[src/vovr_defs.vh]
/*
 holds the command codes, field positions, reset values and limits of the
 overvoltage limit and response register bank.
 assumes a command decoder outside that delivers whole command words.
*/
`ifndef VOVR_DEFS_VH
`define VOVR_DEFS_VH
`define VOVR_CMD_CAL_OFS     8'h39
`define VOVR_CMD_OV_FAULT    8'h40
`define VOVR_CMD_OV_RESP     8'h41
`define VOVR_CMD_OV_WARN     8'h42
`define VOVR_CAL_EXP         5'h1C
`define VOVR_CAL_RST         16'hE000
`define VOVR_FAULT_RST       12'h290
`define VOVR_WARN_RST        12'h267
`define VOVR_RESP_RST        8'hBF
`define VOVR_RESP_ACT        7
`define VOVR_RESP_ZERO       6
`define VOVR_RESP_RETRY_HI   5
`define VOVR_RESP_RETRY_LO   3
`define VOVR_RESP_DELAY      3'h7
`define VOVR_FAULT_MAX       22'h00039A
`define VOVR_WARN_MIN        22'h00010D
`define VOVR_NV_FAULT_MASK   12'hFF0
`define VOVR_SB_OFF          6
`define VOVR_SB_VOUT_OV      5
`define VOVR_SB_CML          1
`define VOVR_SB_OTHER        0
`define VOVR_SW_VOUT         15
`define VOVR_SV_OV_FAULT     7
`define VOVR_SV_OV_WARN      6
`define VOVR_SC_IVD          6
`define VOVR_RISE_CYC        16'h0100
`endif

[src/vovr_regs.v]
/*
 overvoltage limit and response command registers with range checks,
 status flags, alert, nonvolatile image and restart control.
 assumes a command decoder giving one-cycle write and read strobes.
*/
`timescale 1ns/1ps
`include "vovr_defs.vh"
module vovr_regs
#(
   parameter RISE_CYCLES = `VOVR_RISE_CYC
)
(
   input  wire        clk,
   input  wire        rst_n,
   input  wire        wr_en,
   input  wire [7:0]  wr_cmd,
   input  wire [15:0] wr_data,
   input  wire [7:0]  rd_cmd,
   output reg  [15:0] rd_data,
   input  wire [9:0]  scale_loop,
   input  wire [11:0] vout_command,
   input  wire        ov_fault_det,
   input  wire        ov_warn_det,
   input  wire        clear_faults,
   input  wire        store_all,
   input  wire        restore_all,
   input  wire        alert_mask,
   input  wire        run_cmd,
   output wire        alert_n,
   output reg  [7:0]  status_byte,
   output reg  [15:0] status_word,
   output reg  [7:0]  status_vout,
   output reg  [7:0]  status_cml,
   output wire        out_enable,
   output wire        soft_start,
   output reg  [11:0] nv_fault,
   output reg  [7:0]  nv_resp,
   output reg  [11:0] nv_warn,
   output reg  [6:0]  nv_cal
);
   reg  [11:0] fault_q;
   reg  [11:0] warn_q;
   reg         act_q;
   reg  [2:0]  retry_q;
   reg  [6:0]  cal_q;
   reg         bad;
   wire [21:0] fault_scaled;
   wire [21:0] warn_scaled;
   wire [11:0] warn_def;
   wire [11:0] fault_nv;
   wire        fault_wr;
   wire        warn_wr;
   wire        resp_wr;
   // check on the full word before update
   assign fault_scaled = wr_data[11:0] * scale_loop;
   assign warn_scaled  = wr_data[11:0] * scale_loop;
   assign fault_wr = wr_en && (wr_cmd == `VOVR_CMD_OV_FAULT);
   assign warn_wr  = wr_en && (wr_cmd == `VOVR_CMD_OV_WARN);
   assign resp_wr  = wr_en && (wr_cmd == `VOVR_CMD_OV_RESP);
   // low four bits dropped in nonvolatile image
   assign fault_nv = nv_fault & `VOVR_NV_FAULT_MASK;
   // default warn from stored fault limit
   assign warn_def = fault_nv - {4'h0, fault_nv[11:4]};
   always @*
   begin
      bad = 1'b0;
      // fault above warn and below scaled ceiling
      if (fault_wr)
         bad = (wr_data[15:12] != 4'h0) || (wr_data[11:0] <= warn_q)
               || (fault_scaled >= `VOVR_FAULT_MAX);
      if (warn_wr)
         bad = (wr_data[15:12] != 4'h0)
               || (warn_scaled <= `VOVR_WARN_MIN);
      // retry must be all zeros or all ones
      if (resp_wr)
         bad = (wr_data[5:3] != 3'h0) && (wr_data[5:3] != 3'h7);
   end
   always @(posedge clk or negedge rst_n)
   begin
      if (!rst_n)
      begin
         fault_q <= `VOVR_FAULT_RST;
         warn_q  <= `VOVR_WARN_RST;
         act_q   <= 1'b1;
         retry_q <= 3'h7;
         cal_q   <= 7'h00;
         nv_fault <= `VOVR_FAULT_RST;
         nv_warn  <= `VOVR_WARN_RST;
         nv_resp  <= `VOVR_RESP_RST;
         nv_cal   <= 7'h00;
      end
      else
      begin
         if (fault_wr && !bad)
            fault_q <= wr_data[11:0];
         if (warn_wr && !bad)
            warn_q <= wr_data[11:0];
         if (resp_wr && !bad)
         begin
            act_q   <= wr_data[`VOVR_RESP_ACT];
            retry_q <= wr_data[`VOVR_RESP_RETRY_HI:`VOVR_RESP_RETRY_LO];
         end
         // only sign and low six bits stored
         if (wr_en && (wr_cmd == `VOVR_CMD_CAL_OFS))
            cal_q <= {wr_data[10], wr_data[5:0]};
         if (store_all)
         begin
            // low four bits never reach the image
            nv_fault <= fault_q & `VOVR_NV_FAULT_MASK;
            nv_warn  <= warn_q;
            // only bit five of retry kept
            nv_resp  <= {act_q, 1'b0, retry_q[2], 2'h0, `VOVR_RESP_DELAY};
            nv_cal   <= cal_q;
         end
         else if (restore_all)
         begin
            fault_q <= fault_nv;
            act_q   <= nv_resp[`VOVR_RESP_ACT];
            retry_q <= {3{nv_resp[`VOVR_RESP_RETRY_HI]}};
            cal_q   <= nv_cal;
            // fall back below fault when too low
            if (warn_def > vout_command)
               warn_q <= warn_def;
            else
               warn_q <= fault_nv - 12'h001;
         end
      end
   end
   // status flags: set wins over clear
   always @(posedge clk or negedge rst_n)
   begin
      if (!rst_n)
      begin
         status_byte <= 8'h00;
         status_word <= 16'h0000;
         status_vout <= 8'h00;
         status_cml  <= 8'h00;
      end
      else
      begin
         if (clear_faults)
         begin
            status_byte <= 8'h00;
            status_word <= 16'h0000;
            status_vout <= 8'h00;
            status_cml  <= 8'h00;
         end
         if (bad)
         begin
            status_byte[`VOVR_SB_CML] <= 1'b1;
            status_cml[`VOVR_SC_IVD]  <= 1'b1;
         end
         // fault sets its flags in three registers
         if (ov_fault_det)
         begin
            status_byte[`VOVR_SB_VOUT_OV] <= 1'b1;
            status_word[`VOVR_SW_VOUT]    <= 1'b1;
            status_vout[`VOVR_SV_OV_FAULT] <= 1'b1;
            if (act_q)
               status_byte[`VOVR_SB_OFF] <= 1'b1;
         end
         // warning sets its flags in three registers
         if (ov_warn_det)
         begin
            status_byte[`VOVR_SB_OTHER] <= 1'b1;
            status_word[`VOVR_SW_VOUT]  <= 1'b1;
            status_vout[`VOVR_SV_OV_WARN]  <= 1'b1;
         end
      end
   end
   // alert stays while a flag stands, unless masked
   assign alert_n = ~(!alert_mask && ((status_byte != 8'h00)
                    || (status_vout != 8'h00) || (status_cml != 8'h00)));
   always @(posedge clk or negedge rst_n)
   begin
      if (!rst_n)
         rd_data <= 16'h0000;
      else
         case (rd_cmd)
            `VOVR_CMD_OV_FAULT: rd_data <= {4'h0, fault_q};
            `VOVR_CMD_OV_WARN:  rd_data <= {4'h0, warn_q};
            // fixed zero and fixed delay bits
            `VOVR_CMD_OV_RESP:
               rd_data <= {8'h00, act_q, 1'b0, retry_q, `VOVR_RESP_DELAY};
            `VOVR_CMD_CAL_OFS:
               rd_data <= {`VOVR_CAL_EXP, cal_q[6], {4{cal_q[6]}},
                           cal_q[5:0]};
            default: rd_data <= 16'h0000;
         endcase
   end
   vovr_restart u_restart
   (
      .clk           (clk),
      .rst_n         (rst_n),
      .ov_fault      (ov_fault_det),
      .action_sel    (act_q),
      .retry_setting (retry_q),
      .fault_clear   (clear_faults),
      .run_cmd       (run_cmd),
      .rise_cycles   (RISE_CYCLES[15:0]),
      .out_enable    (out_enable),
      .soft_start    (soft_start)
   );
endmodule

[src/vovr_restart.v]
/*
 restart sequencer for the overvoltage fault response.
 assumes fault and enable levels synchronous to clk.
*/
`timescale 1ns/1ps
`include "vovr_defs.vh"
module vovr_restart
(
   input  wire        clk,
   input  wire        rst_n,
   input  wire        ov_fault,
   input  wire        action_sel,
   input  wire [2:0]  retry_setting,
   input  wire        fault_clear,
   input  wire        run_cmd,
   input  wire [15:0] rise_cycles,
   output reg         out_enable,
   output reg         soft_start
);
   localparam ST_RUN  = 2'h0;
   localparam ST_WAIT = 2'h1;
   localparam ST_LAT  = 2'h2;
   reg [1:0]  state_q;
   reg [18:0] cnt_q;
   always @(posedge clk or negedge rst_n)
   begin
      if (!rst_n)
      begin
         state_q    <= ST_RUN;
         cnt_q      <= 19'h00000;
         out_enable <= 1'b0;
         soft_start <= 1'b0;
      end
      else
      begin
         soft_start <= 1'b0;
         case (state_q)
            ST_RUN:
            begin
               out_enable <= run_cmd;
               if (ov_fault && action_sel && run_cmd)
               begin
                  out_enable <= 1'b0;
                  if (retry_setting == 3'h0)
                     state_q <= ST_LAT;
                  else
                  begin
                     state_q <= ST_WAIT;
                     cnt_q   <= 19'h00000;
                  end
               end
            end
            ST_WAIT:
            begin
               // restart after seven rise times, no limit
               if (!run_cmd)
                  state_q <= ST_RUN;
               else if (cnt_q >= ({3'h0, rise_cycles} * 19'h7))
               begin
                  state_q    <= ST_RUN;
                  out_enable <= 1'b1;
                  soft_start <= 1'b1;
               end
               else
                  cnt_q <= cnt_q + 19'h00001;
            end
            ST_LAT:
            begin
               if (fault_clear || !run_cmd)
                  state_q <= ST_RUN;
            end
            default:
               state_q <= ST_RUN;
         endcase
      end
   end
endmodule

[config.mk]
export PLATFORM = sky130hd
export DESIGN_NAME = vovr_regs
export DESIGN_NICKNAME = d
export VERILOG_FILES = /design/src/vovr_regs.v /design/src/vovr_restart.v
export VERILOG_INCLUDE_DIRS = /design/src
export SDC_FILE = /design/constraint.sdc
export NUM_CORES = 1
export LEC_CHECK = 0
export ABC_AREA = 1
export CAP_MARGIN = 20
export CORE_MARGIN = 5
export CORE_UTILIZATION = 51
export DETAILED_ROUTE_END_ITERATION = 10
export DONT_BUFFER_PORTS = 1
export HOLD_SLACK_MARGIN = 0.03
export PLACE_DENSITY = 0.75
export SKIP_CTS_REPAIR_TIMING = 1
export SYNTH_ARGS = -nofsm -noshare
export SYNTH_HDL_FRONTEND = slang
export SYNTH_SLANG_ARGS = --single-unit
[constraint.sdc]
create_clock -name clk -period 9.8 [get_ports clk]
set_input_delay 1.96 -clock clk [delete_from_list [all_inputs] [get_ports clk]]
set_output_delay 1.96 -clock clk [all_outputs]
set_load 0.01 [all_outputs]
==> results by group, run 1 <==
Clock tree
  • Clock latency at the later pin of the worst-skew pair: 340 ps
  • CTS max path bufs: 2
  • Root Buffer: clkbuf_16
  • CTS Sinks: 106
  • Total CTS buffers: 9
  • H-tree depth: 3
  • TritonCTS clock tree: built
  • Clock-pin slew on the worst setup and hold paths: 80 ps

GRT
  • Vias in the first global route: 9051
  • Global route overflow: 0
  • Initial antenna violation count: 1
  • Total GRT Usage: 22.3%
  • Largest net degree at the start of global routing: 107
  • First-pass GRT wire length: 44300 um

Setup path
  • CP dominant cell by count: nand2_1
  • Top fanout value on the critical path: 23
  • Worst r2r src: nv_fault[9]$_DFFE_PN1P_
  • Slowest cell delay on critical path: 540 ps
  • Crit. End Element: flip-flop
  • Reg-to-Reg End: warn_q[4]$_DFF_PN0_
  • Slowest cell on crit path: fa_1
  • Worst EP arrival: 7330 ps
  • CP Data Required Time: 10030 ps
  • Startpoint Class: input port
  • R2R setup slack: 5960 ps
  • Worst reg-to-reg path cell count: 17
  • Critical path class: in2reg

Synth
  • Adder-Cell Fraction of Synth Area: 24.7%
  • Post-Synth XOR/XNOR Area: 0.976%
  • Multiplexer share of the synthesized area: 0%
  • Register area share after synthesis: 24.9%
  • Yosys warning total: 0
  • Largest family of logic cells by synthesized area: simple AND/OR/NAND/NOR gates
  • Synth Instances: 1494
  • Post-Syn Area: 0.0108 sq mm
  • Syn avg cell area: 7.20 sq um
  • Synth cell types: 46
  • Post-synth EDFFs: 0
  • Ys flop type: dfrtp_1
  • Compound-Gate Fraction of Synth Area: 7.69%
  • Flops & latches, synth: 106
  • Fraction of registers with async set or reset after synthesis: 100%
  • Simple-Gate Fraction of Synth Area: 25.2%

Die
  • Core Rows: 53
  • Die ar.: 0.0241 sq mm
  • Core area: 0.0209 sq mm
  • Chip Height: 155 um
  • Die Wd: 155 um
  • IO Pins: 162
  • Starting Density: 51.5%

Place
  • Buffers on Ports: 0
  • Gpl congestion: 0.926
  • DP HPWL: 21900 um
  • Placed Cells incl. Taps: 1722
  • Placed Area: 0.0107 sq mm
  • DP Worst Slack: 2390 ps

STA
  • Number of max-slew violations in the final report: 0
  • Fin Hold WS: 495 ps
  • Count of final setup violators: 0
  • RSZ-0062 raised after global routing: false
  • Setup_tns: 0 ps
  • Worst slew margin: 31.3%
  • Worst-Margin Slew: 1020 ps
  • Fmax: 141 MHz
  • Post-layout worst setup margin: 2710 ps
  • Clock Skews: 9.22 ps
  • Hold Fails Final Rpt: 0
  • Crit path time final: 7090 ps
  • Share of the clock period used by the worst path: 72.4%

Power and ir drop
  • Part of the power in registers: 23.8%
  • Static leakage: 6.46 nW
  • Clk pwr share: 13.3%
  • Sw Share: 49.9%
  • Switching power: 1.32 mW
  • Worst ir drop on vdd: 0.135 mV
  • Pwr Density: 240 mW/mm^2
  • Pwr Total: 2.65 mW
  • P_int: 1.33 mW
  • Combinational share of power: 62.9%

Job
  • # Max-Cap Violations: 0

Final layout
  • Fin cells: 1739
  • Utilization after layout: 52.9%
  • Final instance area: 0.0110 sq mm
  • Final nets: 1688
  • Layout cells sized above 1: 4.31%
  • Synth-to-Final Area Change: 2.60%

Min path
  • WHS Endpoint: u_restart.cnt_q[17]$_DFFE_PN0P_
  • Type of the worst min-delay path: reg2reg
  • Worst hold stages: 2
  • Hold_sp: u_restart.cnt_q[17]$_DFFE_PN0P_

Routing
  • DRC Markers: 0
  • Starting DRT DRC Count: 818
  • Pre-antenna DRT Iters: 5
  • Vias per std cell: 5.25
  • Avg WL per Cell: 15.5 um
  • Total vias in the final route: 9135
  • Post-Route WL: 27000 um
  • Antenna viol nets, final: 0

Outcome
  • Run status: completed
[power by group through the flow]
stage          logic [mW]  clock network [mW]  registers [mW]
3_5_place_dp         1.65                   0           0.636
5_1_grt              1.93               0.376           0.641
3_3_place_gp         1.63                   0           0.634
2_1_floorplan        1.33                   0           0.609
4_1_cts              1.67               0.358           0.629
6_report             1.67               0.354           0.631
[layer usage]
metal	vias to the layer above	global-route usage (%)	part of all wire, %
met5	-	0	0.048
met4	2	5.92	2.2
met3	57	4.14	7.7
met2	338	37.3	47
met1	4340	29.9	43
li1	4398	-	-
[flip-flops by register name (all words and copies together) (netlist names)]
name	cells
u_restart.out_enable	1
nv_resp	3
u_restart.state_q	2
u_restart.soft_start	1
u_restart.cnt_q	19
nv_warn	12
rd_data	13
fault_q	12
status_word	1
retry_q	3
cal_q	7
nv_cal	7
warn_q	12
status_byte	4
nv_fault	8
act_q	1
[cells by family (layout without fill, tap and decap cells)]
group	after synthesis	count (layout)
buffers and inverters	418	348
DFF	106	106
other	2	42
adders and majority gates	166	166
xor gates and xnor gates	12	12
AOI/OAI and AO/OA	140	140
and+or+nand+nor	650	650
[cell usage in the layout (no fill, tap or decap), types with 2 or more instances in the layout]
cell type   instances
a211o_1             2
a21o_1              2
a21oi_1            38
a22oi_1             2
clkbuf_16           9
clkinv_1            2
clkinvlp_4          2
conb_1             41
dfrtp_1            81
dfstp_2            25
fa_1               78
ha_1               88
inv_1             327
nand2_1           426
nand2_2             7
nand3_1            54
nand3b_1            6
nand4_1            21
nand4_4             2
nor2_1             94
nor2_2              6
nor3_1             24
nor3b_1             3
nor4_1              4
o2111ai_1           9
o211ai_1           14
o21ai_0            56
o21bai_1            6
o22ai_1             3
xnor2_1             2
xor2_1             10
[synth_stat cells (7+ instances only)]
cell         n  area, sq um
xor2_1      10         87.6
nor3_1      24          120
o21ai_0     56          280
fa_1        78         1560
dfrtp_1     81         2030
ha_1        88         1100
nor2_1      94          353
inv_1      327         1230
buf_4       47          353
nand2_1    426         1600
nand2_2      7         43.8
a21oi_1     38          190
o211ai_1    14          105
clkbuf_1    37          139
nand3_1     54          270
nand4_1     21          131
o2111ai_1    9         78.8
dfstp_2     25          657
[worst max-delay path by stage]
stage | cells after the start | end | start
2_1_floorplan | 34 | fault_q[6]$_DFF_PN0_ | wr_data[5]
3_3_place_gp | 29 | fault_q[11]$_DFF_PN0_ | wr_data[5]
3_5_place_dp | 29 | fault_q[7]$_DFF_PN1_ | wr_data[5]
4_1_cts | 29 | fault_q[7]$_DFF_PN1_ | wr_data[5]
5_1_grt | 29 | fault_q[5]$_DFF_PN0_ | wr_data[5]
6_report | 29 | fault_q[11]$_DFF_PN0_ | wr_data[5]
[critical path: cells and delay by family]
kind | cells | cell delay [ps]
fa+ha+maj | 6 | 2950
simple gates | 18 | 2140
buf+inv | 5 | 270
[cell type report]
type                            instances  area [sq um]
Antenna cell                            1          2.50
Clock buffer                           10           239
Clock inverter                          6          60.1
Fill cell                            2047          9840
Inverter                              331          1240
Multi-Input combinational cell       1009          6460
Sequential cell                       106          2680
Tap cell                              275           344
Timing Repair Buffer                    1          7.51
(Power assumes the default switching activity.)
==> run 2: changes to the inputs <==
Settings changed: PLACE_DENSITY 0.75 to 0.78.
Clock period 9.8 ns to 6.5 ns, I/O delays scaled along.
==> run 2 against run 1 <==
  * Highest routed layer is now met4
  * Sequential power rose by 51%
  * Die area unchanged
  * Count of clock-buffer cells in the layout is 1 lower
  * Register-to-register slack worse by 3400 ps
  * Cell area is 0.51% higher
  * Critical endpoint is now fault_q[6]$_DFF_PN0_
  * Largest power group unchanged
  * Total power is 54% higher
  * Hold slack gained 0.63 ps
  * Clock skew grew 5.8 ps
  * First-iteration DRC count shrank 11%
  * Via count is 0.15% higher
==> results by group, run 2 (synthesis gave the netlist of run 1 again) <==
Outcome
  • Run status: completed

Setup path
  • Startpoint Class: input port
  • Crit. End Element: flip-flop
  • CP Data Required Time: 6740 ps (-3290 ps)
  • Top fanout value on the critical path: 23 (unchanged)
  • Critical path class: in2reg
  • Worst EP arrival: 6380 ps (-950 ps)
  • Worst reg-to-reg path cell count: 19 (+2)

STA
  • Hold Fails Final Rpt: 0 (unchanged)
  • Count of final setup violators: 0 (unchanged)
  • Share of the clock period used by the worst path: 94.4%
  • Fmax: 163 MHz
  • RSZ-0062 raised after global routing: false
  • Crit path time final: 6140 ps
  • Number of max-slew violations in the final report: 0 (unchanged)
  • Worst-Margin Slew: 1070 ps (+52.8 ps)
  • Post-layout worst setup margin: 361 ps (-2350 ps)
  • Clock Skews: 15.0 ps (+5.78 ps)
  • Worst slew margin: 27.7% (-3.6 points)

Final layout
  • Max reg flops: 19 (unchanged)
  • Most flop-heavy register: u_restart.cnt_q
  • FILL cells: 1951 (-4.7%)
  • Top Registers: u_restart.cnt_q (19), rd_data (13)
  • Final instance area: 0.0111 sq mm (+0.51%)
  • Synth-to-Final Area Change: 3.13%
  • Final nets: 1690 (+0.12%)
  • Most frequent cells in the layout: nand2_1, inv_1, nor2_1
  • Layout cells sized above 1: 4.78% (+0.47 points)
  • Commonest non-fill, non-tap cell in the layout: nand2_1
  • Antenna cells: 0 (-1)

Power and ir drop
  • Worst ir drop on vdd: 0.210 mV (+56%)
  • Static leakage: 6.48 nW (+0.30%)
  • P_int: 2.05 mW (+54%)
  • Part of the power in registers: 23.3% (-0.5 points)
  • Clk pwr share: 13.0% (-0.3 points)
  • Switching power: 2.04 mW (+54%)
  • Pwr Density: 368 mW/mm^2 (+53%)
  • Sw Share: 49.8% (about the same)
  • Combinational share of power: 63.7% (+0.8 points)

Place
  • Placed Area: 0.0108 sq mm (+0.28%)
  • Gpl congestion: 0.950 (+2.6%)
  • DP Worst Slack: -26.1 ps (-2420 ps)
  • Buffers on Ports: 0 (unchanged)
  • DP HPWL: 21700 um (-0.89%)

Routing
  • Antenna viol nets, final: 0 (unchanged)
  • Starting DRT DRC Count: 726 (-11%)
  • Post-Route WL: 26700 um (-1.4%)
  • Vias per std cell: 5.26 (about the same)
  • Pre-antenna DRT Iters: 7 (+2)
  • DRC Markers: 0 (unchanged)
  • Total vias in the final route: 9149 (+0.15%)
  • Avg WL per Cell: 15.3 um (-1.4%)

Die
  • IO Pins: 162 (unchanged)
  • Die ar.: 0.0241 sq mm (unchanged)
  • Die Wd: 155 um (unchanged)
  • Core Rows: 53 (unchanged)
  • Chip Height: 155 um (unchanged)
  • Starting Density: 51.5% (unchanged)
  • Core area: 0.0209 sq mm (unchanged)

Clock tree
  • TritonCTS clock tree: built
  • Root Buffer: clkbuf_16
  • Total CTS buffers: 9 (unchanged)
  • H-tree depth: 3 (unchanged)
  • Clock-pin slew on the worst setup and hold paths: 80 ps (about the same)
  • CTS max path bufs: 2 (unchanged)
  • CTS Sinks: 106 (unchanged)
  • Clock latency at the later pin of the worst-skew pair: 350 ps (about the same)

GRT
  • Total GRT Usage: 22.3% (+0.053 points)
  • First-pass GRT wire length: 44500 um (+0.42%)
  • Global route overflow: 0 (unchanged)
  • Vias in the first global route: 9045 (-0.066%)
  • Largest net degree at the start of global routing: 107 (unchanged)
  • Initial antenna violation count: 0 (-1)

Job
  • # Max-Cap Violations: 0 (unchanged)

Min path
  • Type of the worst min-delay path: reg2reg
  • Worst hold stages: 1 (-1)
run 2: changes by cell type in the layout (fill, tap and decap cells not counted):
cell and delta:
diode_2 -1, a21oi_1 -1, inv_6 +2, ha_1 -2, clkbuf_8 -1, nand2_2 +2, clkinv_4 +1, ha_4 +2
buf_12 +1, a21oi_2 +1, clkinvlp_4 -2, nand2_1 -2, buf_4 +1
run 2: metal layers:
metal / GRT usage [%] / vias to the layer above / part of all wire [%]
met1: 30.3 / 4310 / 42
met2: 36.7 / 361 / 46
met3: 3.78 / 60 / 8.5
li1: - / 4418 / -
met5: 0 / - / 0
met4: 7.13 / 0 / 2.7
run 2: path summary, 6_finish.rpt:
check / from / slack, ps / to
min in group asynchronous: rst_n / 630 / rd_data[14]$_DFF_PN0_
max in group asynchronous: rst_n / 5570 / warn_q[0]$_DFF_PN1_
worst max register to register: nv_fault[9]$_DFFE_PN1P_ / 2610 / warn_q[8]$_DFF_PN0_
worst min register to register: u_restart.cnt_q[8]$_DFFE_PN0P_ / 500 / u_restart.cnt_q[8]$_DFFE_PN0P_
worst max-delay path: scale_loop[9] / 360 / fault_q[6]$_DFF_PN0_
worst min-delay path: u_restart.cnt_q[8]$_DFFE_PN0P_ / 500 / u_restart.cnt_q[8]$_DFFE_PN0P_
run 2: through the flow:
step           TNS [ps]  util (%)  instances  total power [mW]  hold WS, ps
2_1_floorplan         0         -       1533              2.92          451
3_3_place_gp          0      51.6       1724              3.42          471
3_5_place_dp       -169      51.6       1724              3.49          481
4_1_cts               0      53.0       1740              4.03          497
5_1_grt               0      53.1       1740              4.56          506
6_report              0      53.1       1740              4.09          496
run 2: power by group through the flow:
| stage | Combinational [mW] | Sequential (mW) | Clock, mW |
|---|---|---|---|
| final | 2.60 | 0.951 | 0.533 |
| after detailed placement | 2.53 | 0.961 | 0 |
| after global routing | 3.03 | 0.966 | 0.564 |
| after global placement | 2.46 | 0.957 | 0 |
| after floorplan | 2.00 | 0.918 | 0 |
| after CTS | 2.54 | 0.950 | 0.537 |
run 2: critical path, cell delays in order:
cell     delay [ps]
nand2_1          50
inv_1            50
fa_1            500
fa_1            530
fa_1            540
fa_1            550
fa_1            500
ha_1            380
nand2_1         140
buf_4           160
nor2_1          150
nand2_1          70
nor2_1           80
nand2_1          70
nand3_1          80
nand2_1          50
a21oi_1         170
nand2_1         130
inv_1            80
nand2_2          70
nand2_4         100
nand4_4         110
buf_12          190
nand2_2          50
nand2_1          50
nor2_1          130
nor2_1           50
run 2: final cells by class:
class                      instances  area, sq um  area share [%]
tap                              275          344            3.10
inverter                         331         1250            11.2
sequential                       106         2680            24.2
clock inverter                     7         67.6           0.609
timing repair buffer               3         35.0           0.316
multi-input combinational       1009         6500            58.5
clock buffer                       9          225            2.03
